--- config.mk ---
export PLATFORM = sky130hd
export DESIGN_NAME = esmr_top
export DESIGN_NICKNAME = d
export VERILOG_FILES = /design/src/esmr_pkg.sv /design/src/esmr_top.sv
export SDC_FILE = /design/constraint.sdc
export NUM_CORES = 1
export LEC_CHECK = 0
export ABC_CLOCK_PERIOD_IN_PS = 4980
export BUFFER_PORTS_ARGS = -buffer_cell sky130_fd_sc_hd__buf_2
export CORE_ASPECT_RATIO = 1.1
export CORE_MARGIN = 4
export CORE_UTILIZATION = 25
export CTS_CLUSTER_DIAMETER = 100
export DETAILED_ROUTE_END_ITERATION = 8
export SLEW_MARGIN = 20
export SYNTH_ARGS = -nofsm -noshare
export SYNTH_HDL_FRONTEND = slang
export SYNTH_SLANG_ARGS = --single-unit
--- constraint.sdc ---
create_clock -name pclk -period 4.98 [get_ports pclk]
set_clock_uncertainty 0.2 [all_clocks]
set_input_delay 0.996 -clock pclk [delete_from_list [all_inputs] [get_ports pclk]]
set_output_delay 0.996 -clock pclk [all_outputs]
set_load 0.01 [all_outputs]
--- src/esmr_pkg.sv ---
// Package for the emergency-stop monitored-reset block: register map, field layout,
// reset values, timing counts and the reset sequencer state type.
// Assumes a single 40 MHz clock and a 32-bit APB register port.
`default_nettype none

package esmr_pkg;

    // Register byte offsets
    localparam logic [7:0] OFF_CTRL = 8'h00;
    localparam logic [7:0] OFF_TERM = 8'h04;
    localparam logic [7:0] OFF_FILT = 8'h08;
    localparam logic [7:0] OFF_STATUS = 8'h0C;
    localparam logic [7:0] OFF_IRQ_STAT = 8'h10;
    localparam logic [7:0] OFF_IRQ_MASK = 8'h14;

    // Control register fields
    localparam int CTRL_RUN = 0;
    localparam int CTRL_DUAL = 1;
    localparam int CTRL_ERR_EN = 2;
    localparam int CTRL_IND_EN = 3;
    localparam int CTRL_TWO_NODE = 4;
    localparam int CTRL_RELAY_SEL = 5;
    localparam int CTRL_W = 6;

    // Terminal select register: three 4-bit terminal numbers, then three polarity bits
    localparam int TERM_NUM_W = 4;
    localparam int TERM_POL_LSB = 12;
    localparam int TERM_W = 15;
    localparam int N_FUNC = 3;
    localparam int FN_CH_A = 0;
    localparam int FN_CH_B = 1;
    localparam int FN_BUTTON = 2;
    localparam int N_TERM = 14;

    // Interrupt status bits
    localparam int EV_STOP_TRIP = 0;
    localparam int EV_ERROR = 1;
    localparam int EV_LINK_LOST = 2;
    localparam int EV_RELAY_ON = 3;
    localparam int N_EV = 4;

    // Reset values
    localparam logic [CTRL_W-1:0] CTRL_RST = 6'h03;
    localparam logic [TERM_W-1:0] TERM_RST = 15'h7842;
    localparam logic [15:0] FILT_RST = 16'h0000;
    localparam logic [N_EV-1:0] IRQ_MASK_RST = 4'h0;

    // Timing
    localparam int CLK_PERIOD_NS = 25;
    localparam int MS_NS = 1000000;
    localparam int MS_CYCLES = MS_NS / CLK_PERIOD_NS;
    localparam logic [15:0] OFF_FILT_MS = 16'h0002;
    localparam logic [15:0] DISC_MS = 16'h0064;

    typedef enum logic [1:0] {
        MR_ARM,
        MR_LOW,
        MR_HIGH,
        MR_ON
    } esmr_mr_e;

endpackage : esmr_pkg

`default_nettype wire

--- src/esmr_top.sv ---
// Emergency-stop input qualification, monitored reset and relay drive, with APB registers.
// Assumes field terminals arrive asynchronously and are synchronised here; the radio
// link status and the remote node's stop state arrive as asynchronous levels too.
//
// The address map and the APB interface to the registers are this design's own decisions.
`default_nettype none

// Notes on behaviour
// - The stop output is 1 only while every assigned channel terminal shows its active level.
// - The configurable filter delays only the change into the active state.
// - An opening stop contact drops the stop output once it has stayed open for the fixed 2 ms filter, plus the synchroniser delay.
// - The stop input works in dual-channel mode by default or single-channel, each with its own terminal.
// - An enabled error output flags a channel discrepancy for downstream use.
// - Each input function can be mapped to any general terminal from 1 to 14.
// - With the stop output at 1, the relay energises only after the button goes low, high, low.
// - The relay function drives one of the two dedicated relay terminals 15 or 16.
// - With indication enabled, the button terminal is driven as an indicator as well as read.
// - In two-node mode a pressed stop at either node de-energises the relay.
// - Start-up is blocked while the local stop is pressed, and in two-node mode also while the remote stop is pressed or the radio link is absent.
// - In two-node mode link loss drops the relay like a stop, and a fresh monitored reset is then needed.
module esmr_top #(
    parameter int unsigned MS_CYCLES = esmr_pkg::MS_CYCLES
) (
    input wire logic pclk,
    input wire logic presetn,
    input wire logic [7:0] paddr,
    input wire logic psel,
    input wire logic penable,
    input wire logic pwrite,
    input wire logic [31:0] pwdata,
    output logic [31:0] prdata,
    output logic pready,
    output logic pslverr,
    input wire logic [13:0] term_in,
    output logic [13:0] term_out,
    output logic [13:0] term_oe,
    input wire logic link_ok_in,
    input wire logic remote_stop_ok_in,
    output logic [1:0] relay_out,
    output logic error_out,
    output logic irq
);

    // Register map, one aligned 32-bit word each; unused bits read 0 and ignore writes.
    // CTRL (read/write):
    //   run           relay may energise at all
    //   dual          both stop channels must be active; off means channel A alone
    //   err_en        error_out follows the latched channel discrepancy
    //   ind_en        the button terminal also drives the reset lamp
    //   two_node      the remote stop and the radio link join the permissive
    //   relay_sel     0 drives the first relay terminal, 1 the second
    // TERM (read/write):
    //   three 4-bit terminal numbers for channel A, channel B and the button;
    //   1 to 14 selects a general terminal, 0 or 15 leaves the function inactive;
    //   then one polarity bit per function, 1 meaning a high terminal is active
    // FILT (read/write): activation_filter_time in ms, 0 leaving only the sync delay
    // STATUS (read only, writes dropped without error):
    //   stop_on       filtered stop function output
    //   err           latched discrepancy
    //   link_ok       settled radio link level
    //   remote_ok     settled remote stop level
    //   button        button function active
    //   relay         either relay energised
    //   mr            monitored reset state, two bits
    // IRQ_STAT (write one to clear; a same-cycle event wins over the clear):
    //   stop trip, error raised, link lost in two-node mode, relay energised
    // IRQ_MASK (read/write): same layout; irq is high while any unmasked bit is set
    // Unmapped offsets answer with pslverr and read 0; a write there is dropped.
    // Every access has zero wait states: pready follows the setup cycle.

    typedef struct packed {
        // Synchroniser stages and settled levels
        logic [13:0] t1;
        logic [13:0] t2;
        logic [13:0] t3;
        logic [13:0] term;
        logic [1:0] x1;
        logic [1:0] x2;
        logic [1:0] x3;
        logic [1:0] ext;
        // Millisecond prescalers and counters of the stop filter and discrepancy timer
        logic [15:0] fpre;
        logic [15:0] fms;
        logic [15:0] dpre;
        logic [15:0] dms;
        // Filtered stop function, discrepancy latch and monitored reset
        logic stop_on;
        logic err;
        esmr_pkg::esmr_mr_e mr;
        // Software registers
        logic [esmr_pkg::CTRL_W-1:0] ctrl;
        logic [esmr_pkg::TERM_W-1:0] tsel;
        logic [15:0] filt;
        logic [esmr_pkg::N_EV-1:0] ist;
        logic [esmr_pkg::N_EV-1:0] imask;
        // Registered outputs
        logic [31:0] prdata;
        logic pready;
        logic pslverr;
        logic [1:0] relay;
        logic [13:0] tout;
        logic [13:0] toe;
        logic err_out;
        logic irq;
    } esmr_state_s;

    esmr_state_s s_q;
    esmr_state_s s_d;

    // Last prescaler count of one millisecond tick
    localparam logic [15:0] MS_LAST = 16'(MS_CYCLES - 1);

    // Terminal mapping per input function; an unassigned terminal reads inactive
    // Polarity bit 1 makes a high terminal the active level
    logic [esmr_pkg::N_FUNC-1:0] fn_in;
    for (genvar g = 0; g < esmr_pkg::N_FUNC; g++) begin : g_fn
        logic [3:0] num;
        logic [3:0] idx;
        assign num = s_q.tsel[g*esmr_pkg::TERM_NUM_W +: esmr_pkg::TERM_NUM_W];
        assign idx = num - 4'h1;
        assign fn_in[g] = (num >= 4'h1 && num <= 4'hE) ?
            (s_q.term[idx] ~^ s_q.tsel[esmr_pkg::TERM_POL_LSB + g]) : 1'b0;
    end

    // One-hot decode of the button terminal for the lamp drive
    logic [esmr_pkg::N_TERM-1:0] btn_term;
    for (genvar t = 0; t < esmr_pkg::N_TERM; t++) begin : g_btn
        assign btn_term[t] = s_q.tsel[2*esmr_pkg::TERM_NUM_W +: esmr_pkg::TERM_NUM_W] ==
            4'(t + 1);
    end

    // A synchronised level is taken only once the last two stages agree,
    // so a change landing on a clock edge cannot reach the logic half-settled
    logic [esmr_pkg::N_TERM-1:0] term_agree;
    logic [1:0] ext_agree;
    assign term_agree = ~(s_q.t2 ^ s_q.t3);
    assign ext_agree = ~(s_q.x2 ^ s_q.x3);

    localparam int N_EVB = esmr_pkg::N_EV;

    // Decoded controls and settled inputs
    logic dual;
    logic two_node;
    logic link_ok;
    logic remote_ok;
    logic button;
    logic raw_on;
    logic disagree;
    logic perm;
    logic tick;
    logic [15:0] fnext;
    logic [15:0] flimit;
    logic [N_EVB-1:0] ev;
    logic setup;
    logic wr_fire;
    logic [31:0] rd_mux;
    logic rd_bad;
    logic [31:0] status;

    assign dual = s_q.ctrl[esmr_pkg::CTRL_DUAL];
    assign two_node = s_q.ctrl[esmr_pkg::CTRL_TWO_NODE];
    assign link_ok = s_q.ext[0];
    assign remote_ok = s_q.ext[1];
    assign button = fn_in[esmr_pkg::FN_BUTTON];
    // Channels are compared only in dual mode; single mode never latches an error
    assign disagree = dual && (fn_in[esmr_pkg::FN_CH_A] != fn_in[esmr_pkg::FN_CH_B]);
    // All assigned channels must be active, and a latched discrepancy forces off
    assign raw_on = fn_in[esmr_pkg::FN_CH_A] && (!dual || fn_in[esmr_pkg::FN_CH_B]) &&
        !s_q.err;
    // A remote stop or a missing link is treated the same as a local stop
    // Clearing run also drops the relay and demands a fresh reset sequence
    assign perm = s_q.stop_on && s_q.ctrl[esmr_pkg::CTRL_RUN] &&
        (!two_node || (link_ok && remote_ok));
    // One tick per MS_CYCLES clocks; the prescaler restarts with the filter count
    assign tick = (s_q.fpre == MS_LAST);
    assign fnext = s_q.fms + {15'h0000, tick};
    // The configured filter applies only towards the active state
    assign flimit = raw_on ? s_q.filt : esmr_pkg::OFF_FILT_MS;

    // Bus phase decode
    assign setup = psel && !penable;
    assign wr_fire = psel && penable && s_q.pready && pwrite && !s_q.pslverr;

    assign status = {
        24'h000000,
        s_q.mr,
        s_q.relay != 2'b00,
        button,
        remote_ok,
        link_ok,
        s_q.err,
        s_q.stop_on
    };

    // Read data is selected from the setup-cycle address and registered at the setup edge
    always_comb begin
        rd_mux = 32'h00000000;
        rd_bad = 1'b0;
        case (paddr)
            esmr_pkg::OFF_CTRL: rd_mux = {26'h0000000, s_q.ctrl};
            esmr_pkg::OFF_TERM: rd_mux = {17'h00000, s_q.tsel};
            esmr_pkg::OFF_FILT: rd_mux = {16'h0000, s_q.filt};
            esmr_pkg::OFF_STATUS: rd_mux = status;
            esmr_pkg::OFF_IRQ_STAT: rd_mux = {28'h0000000, s_q.ist};
            esmr_pkg::OFF_IRQ_MASK: rd_mux = {28'h0000000, s_q.imask};
            default: rd_bad = 1'b1;
        endcase
    end

    always_comb begin
        s_d = s_q;

        // Three-stage synchronisers; a change is taken once stages two and three agree
        s_d.t1 = term_in;
        s_d.t2 = s_q.t1;
        s_d.t3 = s_q.t2;
        for (int i = 0; i < esmr_pkg::N_TERM; i++) begin
            if (term_agree[i]) begin
                s_d.term[i] = s_q.t3[i];
            end
        end
        s_d.x1 = {remote_stop_ok_in, link_ok_in};
        s_d.x2 = s_q.x1;
        s_d.x3 = s_q.x2;
        for (int i = 0; i < 2; i++) begin
            if (ext_agree[i]) begin
                s_d.ext[i] = s_q.x3[i];
            end
        end

        // Stop filter: counting only while the input differs from the output.
        // Any return of the input clears the count, so bounce restarts the time.
        // A drop therefore takes 2 ms plus the synchroniser depth, whatever FILT holds.
        if (raw_on == s_q.stop_on) begin
            s_d.fpre = 16'h0000;
            s_d.fms = 16'h0000;
        end else if (fnext >= flimit) begin
            s_d.stop_on = raw_on;
            s_d.fpre = 16'h0000;
            s_d.fms = 16'h0000;
        end else begin
            s_d.fpre = tick ? 16'h0000 : s_q.fpre + 16'h0001;
            s_d.fms = fnext;
        end

        // Channel discrepancy: latched until both channels read inactive
        // A lasting discrepancy forces the stop function off until both channels open,
        // so a welded contact cannot hide behind the healthy channel
        if (!disagree) begin
            s_d.dpre = 16'h0000;
            s_d.dms = 16'h0000;
        end else if (s_q.dpre == MS_LAST) begin
            s_d.dpre = 16'h0000;
            s_d.dms = s_q.dms + 16'h0001;
        end else begin
            s_d.dpre = s_q.dpre + 16'h0001;
        end
        if (disagree && s_q.dms >= esmr_pkg::DISC_MS) begin
            s_d.err = 1'b1;
        end else if (!fn_in[esmr_pkg::FN_CH_A] && !fn_in[esmr_pkg::FN_CH_B]) begin
            s_d.err = 1'b0;
        end

        // Monitored reset; losing the permissive always re-arms the sequence
        // The button has only the synchroniser as filter, so a press that bounces
        // can run through the whole sequence; a filtered button would prevent it
        if (!perm) begin
            s_d.mr = esmr_pkg::MR_ARM;
        end else begin
            case (s_q.mr)
                esmr_pkg::MR_ARM: if (!button) s_d.mr = esmr_pkg::MR_LOW;
                esmr_pkg::MR_LOW: if (button) s_d.mr = esmr_pkg::MR_HIGH;
                esmr_pkg::MR_HIGH: if (!button) s_d.mr = esmr_pkg::MR_ON;
                esmr_pkg::MR_ON: s_d.mr = esmr_pkg::MR_ON;
                default: s_d.mr = esmr_pkg::MR_ARM;
            endcase
        end
        // Relay follows the next reset state so it drops on the edge that loses the permissive
        s_d.relay[0] = (s_d.mr == esmr_pkg::MR_ON) && !s_q.ctrl[esmr_pkg::CTRL_RELAY_SEL];
        s_d.relay[1] = (s_d.mr == esmr_pkg::MR_ON) && s_q.ctrl[esmr_pkg::CTRL_RELAY_SEL];

        // Lamp on the button terminal lights while a reset is awaited
        // It stays dark once the relay is on and while the permissive is missing
        s_d.tout = 14'h0000;
        s_d.toe = 14'h0000;
        for (int i = 0; i < esmr_pkg::N_TERM; i++) begin
            if (s_q.ctrl[esmr_pkg::CTRL_IND_EN] && btn_term[i]) begin
                s_d.toe[i] = 1'b1;
                s_d.tout[i] = perm && (s_q.mr != esmr_pkg::MR_ON);
            end
        end
        // Gated here so the latched error stays visible in STATUS when the output is off
        s_d.err_out = s_d.err && s_q.ctrl[esmr_pkg::CTRL_ERR_EN];

        // APB: answer in the cycle after setup, with data captured at setup
        // A write lands only at the access edge and never after a refused address
        s_d.pready = setup;
        s_d.pslverr = setup && rd_bad;
        s_d.prdata = setup && !pwrite ? rd_mux : 32'h00000000;
        if (wr_fire) begin
            case (paddr)
                esmr_pkg::OFF_CTRL: s_d.ctrl = pwdata[esmr_pkg::CTRL_W-1:0];
                esmr_pkg::OFF_TERM: s_d.tsel = pwdata[esmr_pkg::TERM_W-1:0];
                esmr_pkg::OFF_FILT: s_d.filt = pwdata[15:0];
                esmr_pkg::OFF_IRQ_STAT: s_d.ist = s_q.ist & ~pwdata[N_EVB-1:0];
                esmr_pkg::OFF_IRQ_MASK: s_d.imask = pwdata[N_EVB-1:0];
                default: s_d.ctrl = s_q.ctrl;
            endcase
        end

        // Events set after the clear so a same-cycle event is kept
        ev[esmr_pkg::EV_STOP_TRIP] = s_q.stop_on && !s_d.stop_on;
        ev[esmr_pkg::EV_ERROR] = !s_q.err && s_d.err;
        ev[esmr_pkg::EV_LINK_LOST] = two_node && link_ok && !s_d.ext[0];
        ev[esmr_pkg::EV_RELAY_ON] = (s_q.relay == 2'b00) && (s_d.relay != 2'b00);
        s_d.ist = s_d.ist | ev;
        s_d.irq = |(s_d.ist & s_d.imask);
    end

    // Software registers reset to their defaults, all other state to zero
    always_ff @(posedge pclk or negedge presetn) begin
        if (!presetn) begin
            s_q <= '{
                mr: esmr_pkg::MR_ARM,
                ctrl: esmr_pkg::CTRL_RST,
                tsel: esmr_pkg::TERM_RST,
                filt: esmr_pkg::FILT_RST,
                imask: esmr_pkg::IRQ_MASK_RST,
                default: '0
            };
        end else begin
            s_q <= s_d;
        end
    end

    // Every output is a register bit, so no pin sees decode glitches
    assign prdata = s_q.prdata;
    assign pready = s_q.pready;
    assign pslverr = s_q.pslverr;
    assign term_out = s_q.tout;
    assign term_oe = s_q.toe;
    assign relay_out = s_q.relay;
    assign error_out = s_q.err_out;
    assign irq = s_q.irq;

endmodule : esmr_top

`default_nettype wire

==> impl_metrics.py <==
metrics = {
    "outcome": {
        "status": "finished, final reports clean",
    },
    "routing": {
        "ant_nets": 0,
        "avgRoutedWirePerCell_um": 14.46,
        "drt_pass1_iterations": 5,
        "viasPerCell": 4.325,
        "initialDrtViolationCount": 462,
        "drt_drc_violations_left": 0,
        "wl_um": 22980,
        "num_vias": 6872,
    },
    "run": {
        "max_capacitance_violation_count": 0,
    },
    "timing": {
        "final.min_clock_period_ps": 4618,
        "final-setup-viol-count": 0,
        "rsz0062_at_grt": "true",
        "timing.final.hold_violations": 0,
        "slew_headroom": 0.3516,
        "period_share": 0.9273,
        "finalMaxSlewViolations": 0,
        "tightestPinTransition_ps": 972.6,
        "timing.fmax_mhz": 216.5,
    },
    "synth": {
        "syn_area_per_cell_um2": 11.11,
        "async_reset_ff_frac": 1.000,
        "ys_ff_latch": 227,
        "yosysUniqueCellTypes": 70,
        "synthCells": 949,
        "synth.yosys.warnings": 0,
        "synth_top_flop_cell": "sky130_fd_sc_hd__dfrtp_1",
        "synthesis.area_um2": 10550,
        "yosysSeqAreaShare": 0.5396,
        "number_of_synthesized_flops_with_an_enable_pin": 0,
    },
    "finish": {
        "areaGrowthSynthToFinish_pct": 15.79,
        "post_route_cells_drive_above_1_share": 0.2138,
        "layout.cell_area.non_filler_um2": 12210,
        "final_cell_count_no_fill": 1589,
        "final_common_cell": "sky130_fd_sc_hd__dfrtp_1",
        "layout_common_cells": "sky130_fd_sc_hd__dfrtp_1, sky130_fd_sc_hd__buf_2, sky130_fd_sc_hd__nor2_1",
        "layout.nets": 1106,
        "num_antenna_cells": 0,
    },
    "global_routing": {
        "grt_antenna_before_repair": 0,
        "grt_start_max_net_pins": 131,
        "groute.usage.overall": 0.09971,
        "grt_pass1_vias": 6875,
        "first_pass_grt_wire_length_um": 37220,
        "gr-total-overflow": 0,
    },
    "setup_path": {
        "reg2reg_depth": 20,
        "regToRegSetupSlack_ps": 360,
        "cp-start-kind": "register",
        "worst_endpoint_data_arrival_time_ps": 4840,
        "worst_setup_path_end_kind": "register",
        "slowest_delay_ps": 570,
        "worstPathBufferInverterCount": 4,
        "path_cells": "inv_1, ha_2, mux4_2, nor2b_1, a211oi_1, a31oi_1, mux2_2, inv_2, nor2_4, nand2_1, ha_1, a21oi_1, o21ai_0, a211oi_1, o21ai_0, a31oi_1, buf_4, nand4b_2, buf_4, a21oi_1",
        "ff_to_ff_end": "s_q[178]",
        "crit_path_top_delay_cell": "sky130_fd_sc_hd__dfstp_2",
        "reg2reg_from": "g_fn[0].num[1]",
        "crit_path_max_fanout": 15,
        "setup.worst_path.class": "register to register",
        "required_ps": 5200,
        "path_delay_family": "compound AO/OA/AOI/OAI gates",
    },
    "place": {
        "placed_cells": 1544,
        "detailed_place.area_um2": 11340,
        "place_congestion": 0.8008,
        "hpwlAfterDp_um": 16500,
        "port_buffers": 94,
    },
    "die": {
        "core_area_um2": 41480,
        "die_h_um": 223.4,
        "floorplan.rows": 78,
        "effective_utilization_at_floorplan": 0.2543,
        "chipWidth_um": 203.8,
        "io_pins": 127,
        "area_of_the_die_um2": 45540,
    },
    "cts": {
        "cts-hold-fix-buffers": 0,
        "h-tree-depth": 1,
        "tritoncts": "built",
        "clock_latency_at_the_later_pin_of_the_worst_skew_pair_ps": 520,
        "clock_tree.root_cell": "sky130_fd_sc_hd__clkbuf_16",
        "cts_sinks": 227,
        "numCtsBuffers": 24,
        "worst_setup_hold_path_clk_slew_ps": 70,
        "cts_max_path_buffers": 3,
    },
    "power": {
        "p_leak_nw": 5.457,
        "pwr_density_cell_nw_per_um2": 326.9,
        "max-vdd-ir-drop_mv": 0.1894,
    },
    "hold_path": {
        "hold_depth": 0,
        "holdCritPathClass": "register to register",
        "worst_hold_path.endpoint": "s_d[181]",
        "hold_start": "s_d[183]",
    },
}
-- metal layers --
| layer | track usage | vias up | share of wire |
|---|---|---|---|
| met5 | 0 | - | 0 |
| met4 | 0.03112 | 0 | 0.029 |
| met3 | 0.01512 | 33 | 0.051 |
| met2 | 0.1572 | 162 | 0.45 |
| met1 | 0.1414 | 3360 | 0.47 |
| li1 | - | 3317 | - |
-- synthesized netlist by cell type, types with 16 or more instances --
cell                      count  share of area
sky130_fd_sc_hd__dfrtp_1    219           0.52
sky130_fd_sc_hd__nor2_1      87          0.031
sky130_fd_sc_hd__nand2_1     78          0.028
sky130_fd_sc_hd__buf_4       62          0.044
sky130_fd_sc_hd__a21oi_1     37          0.018
sky130_fd_sc_hd__ha_1        34          0.040
sky130_fd_sc_hd__mux2_2      34          0.036
sky130_fd_sc_hd__inv_1       33          0.012
sky130_fd_sc_hd__xnor2_1     32          0.027
sky130_fd_sc_hd__xor2_1      30          0.025
sky130_fd_sc_hd__nand3_1     26          0.012
sky130_fd_sc_hd__o21ai_0     24          0.011
sky130_fd_sc_hd__a22oi_1     18          0.013
sky130_fd_sc_hd__and2_1      18          0.011
sky130_fd_sc_hd__and3_1      16         0.0095
sky130_fd_sc_hd__maj3_1      16          0.015
-- where the power goes --
group / internal, mW / leakage, nW / switching [mW]
registers: 1.88 / 2.93 / 0.0310
clock network: 1.17 / 0.423 / 0.725
logic: 0.0691 / 2.10 / 0.112
total: 3.12 / 5.46 / 0.868
-- worst max path at each step --
stage	depth (start not counted)	start	slack, ps	to
finish	20	g_fn[0].num[1]	360	s_q[178]
floorplan	21	g_fn[0].num[0]	390	s_q[168]
global route	20	g_fn[0].num[1]	-10	s_q[178]
detailed placement	20	g_fn[0].num[1]	150	s_q[148]
CTS	20	g_fn[0].num[1]	80	s_q[178]
global placement	20	g_fn[0].num[1]	140	s_q[148]
-- repair_timing --
item                                    in CTS  in global routing
endpoints found under the setup margin       0                 32
setup buffers                                0                  1
resized for setup                            0                  4
-- logic make-up (layout without fill, tap and decap cells) --
kind of cell,after synthesis,in the layout,synth area share
xor+xnor,62,62,0.05149
simple gates,301,301,0.1427
buf+inv,126,191,0.06857
compound gates,134,134,0.08269
flops,227,227,0.5396
other cells,1,16,0.0003556
fa+ha+maj,50,50,0.05552
mux,48,48,0.05908
-- cell type report --
type                            instances  area (µm²)
Timing Repair Buffer                  112       628.1
Inverter                               35       131.4
Fill cell                            4293       29270
Sequential cell                       227        5692
Tap cell                              560       700.7
Multi-Input combinational cell        611        4210
Clock buffer                           32       681.9
Clock inverter                         12       167.7
-- registers in the layout, indices dropped and copies added (netlist names), 2 cells and up --
name and count:
s_q 130, s_d 32, prdata 16, term_oe 14, term_out 14, g_fn.num 12
relay_out 2
-- through the flow --
| step | utilization | power (mW) | hold WS, ps | worst slack, ps | setup TNS [ps] |
|---|---|---|---|---|---|
| after floorplan | - | 2.038 | 131.2 | 389.2 | 0 |
| after global placement | 0.2734 | 2.128 | 137.2 | 135.6 | 0 |
| after detailed placement | 0.2734 | 2.132 | 134.7 | 150.3 | 0 |
| after CTS | 0.2938 | 4.058 | 141.0 | 80.31 | 0 |
| after global routing | 0.2944 | 4.156 | 150.3 | -13.84 | -17.32 |
| final | 0.2944 | 3.992 | 132.3 | 361.9 | 0 |
(Power assumes the default switching activity.)
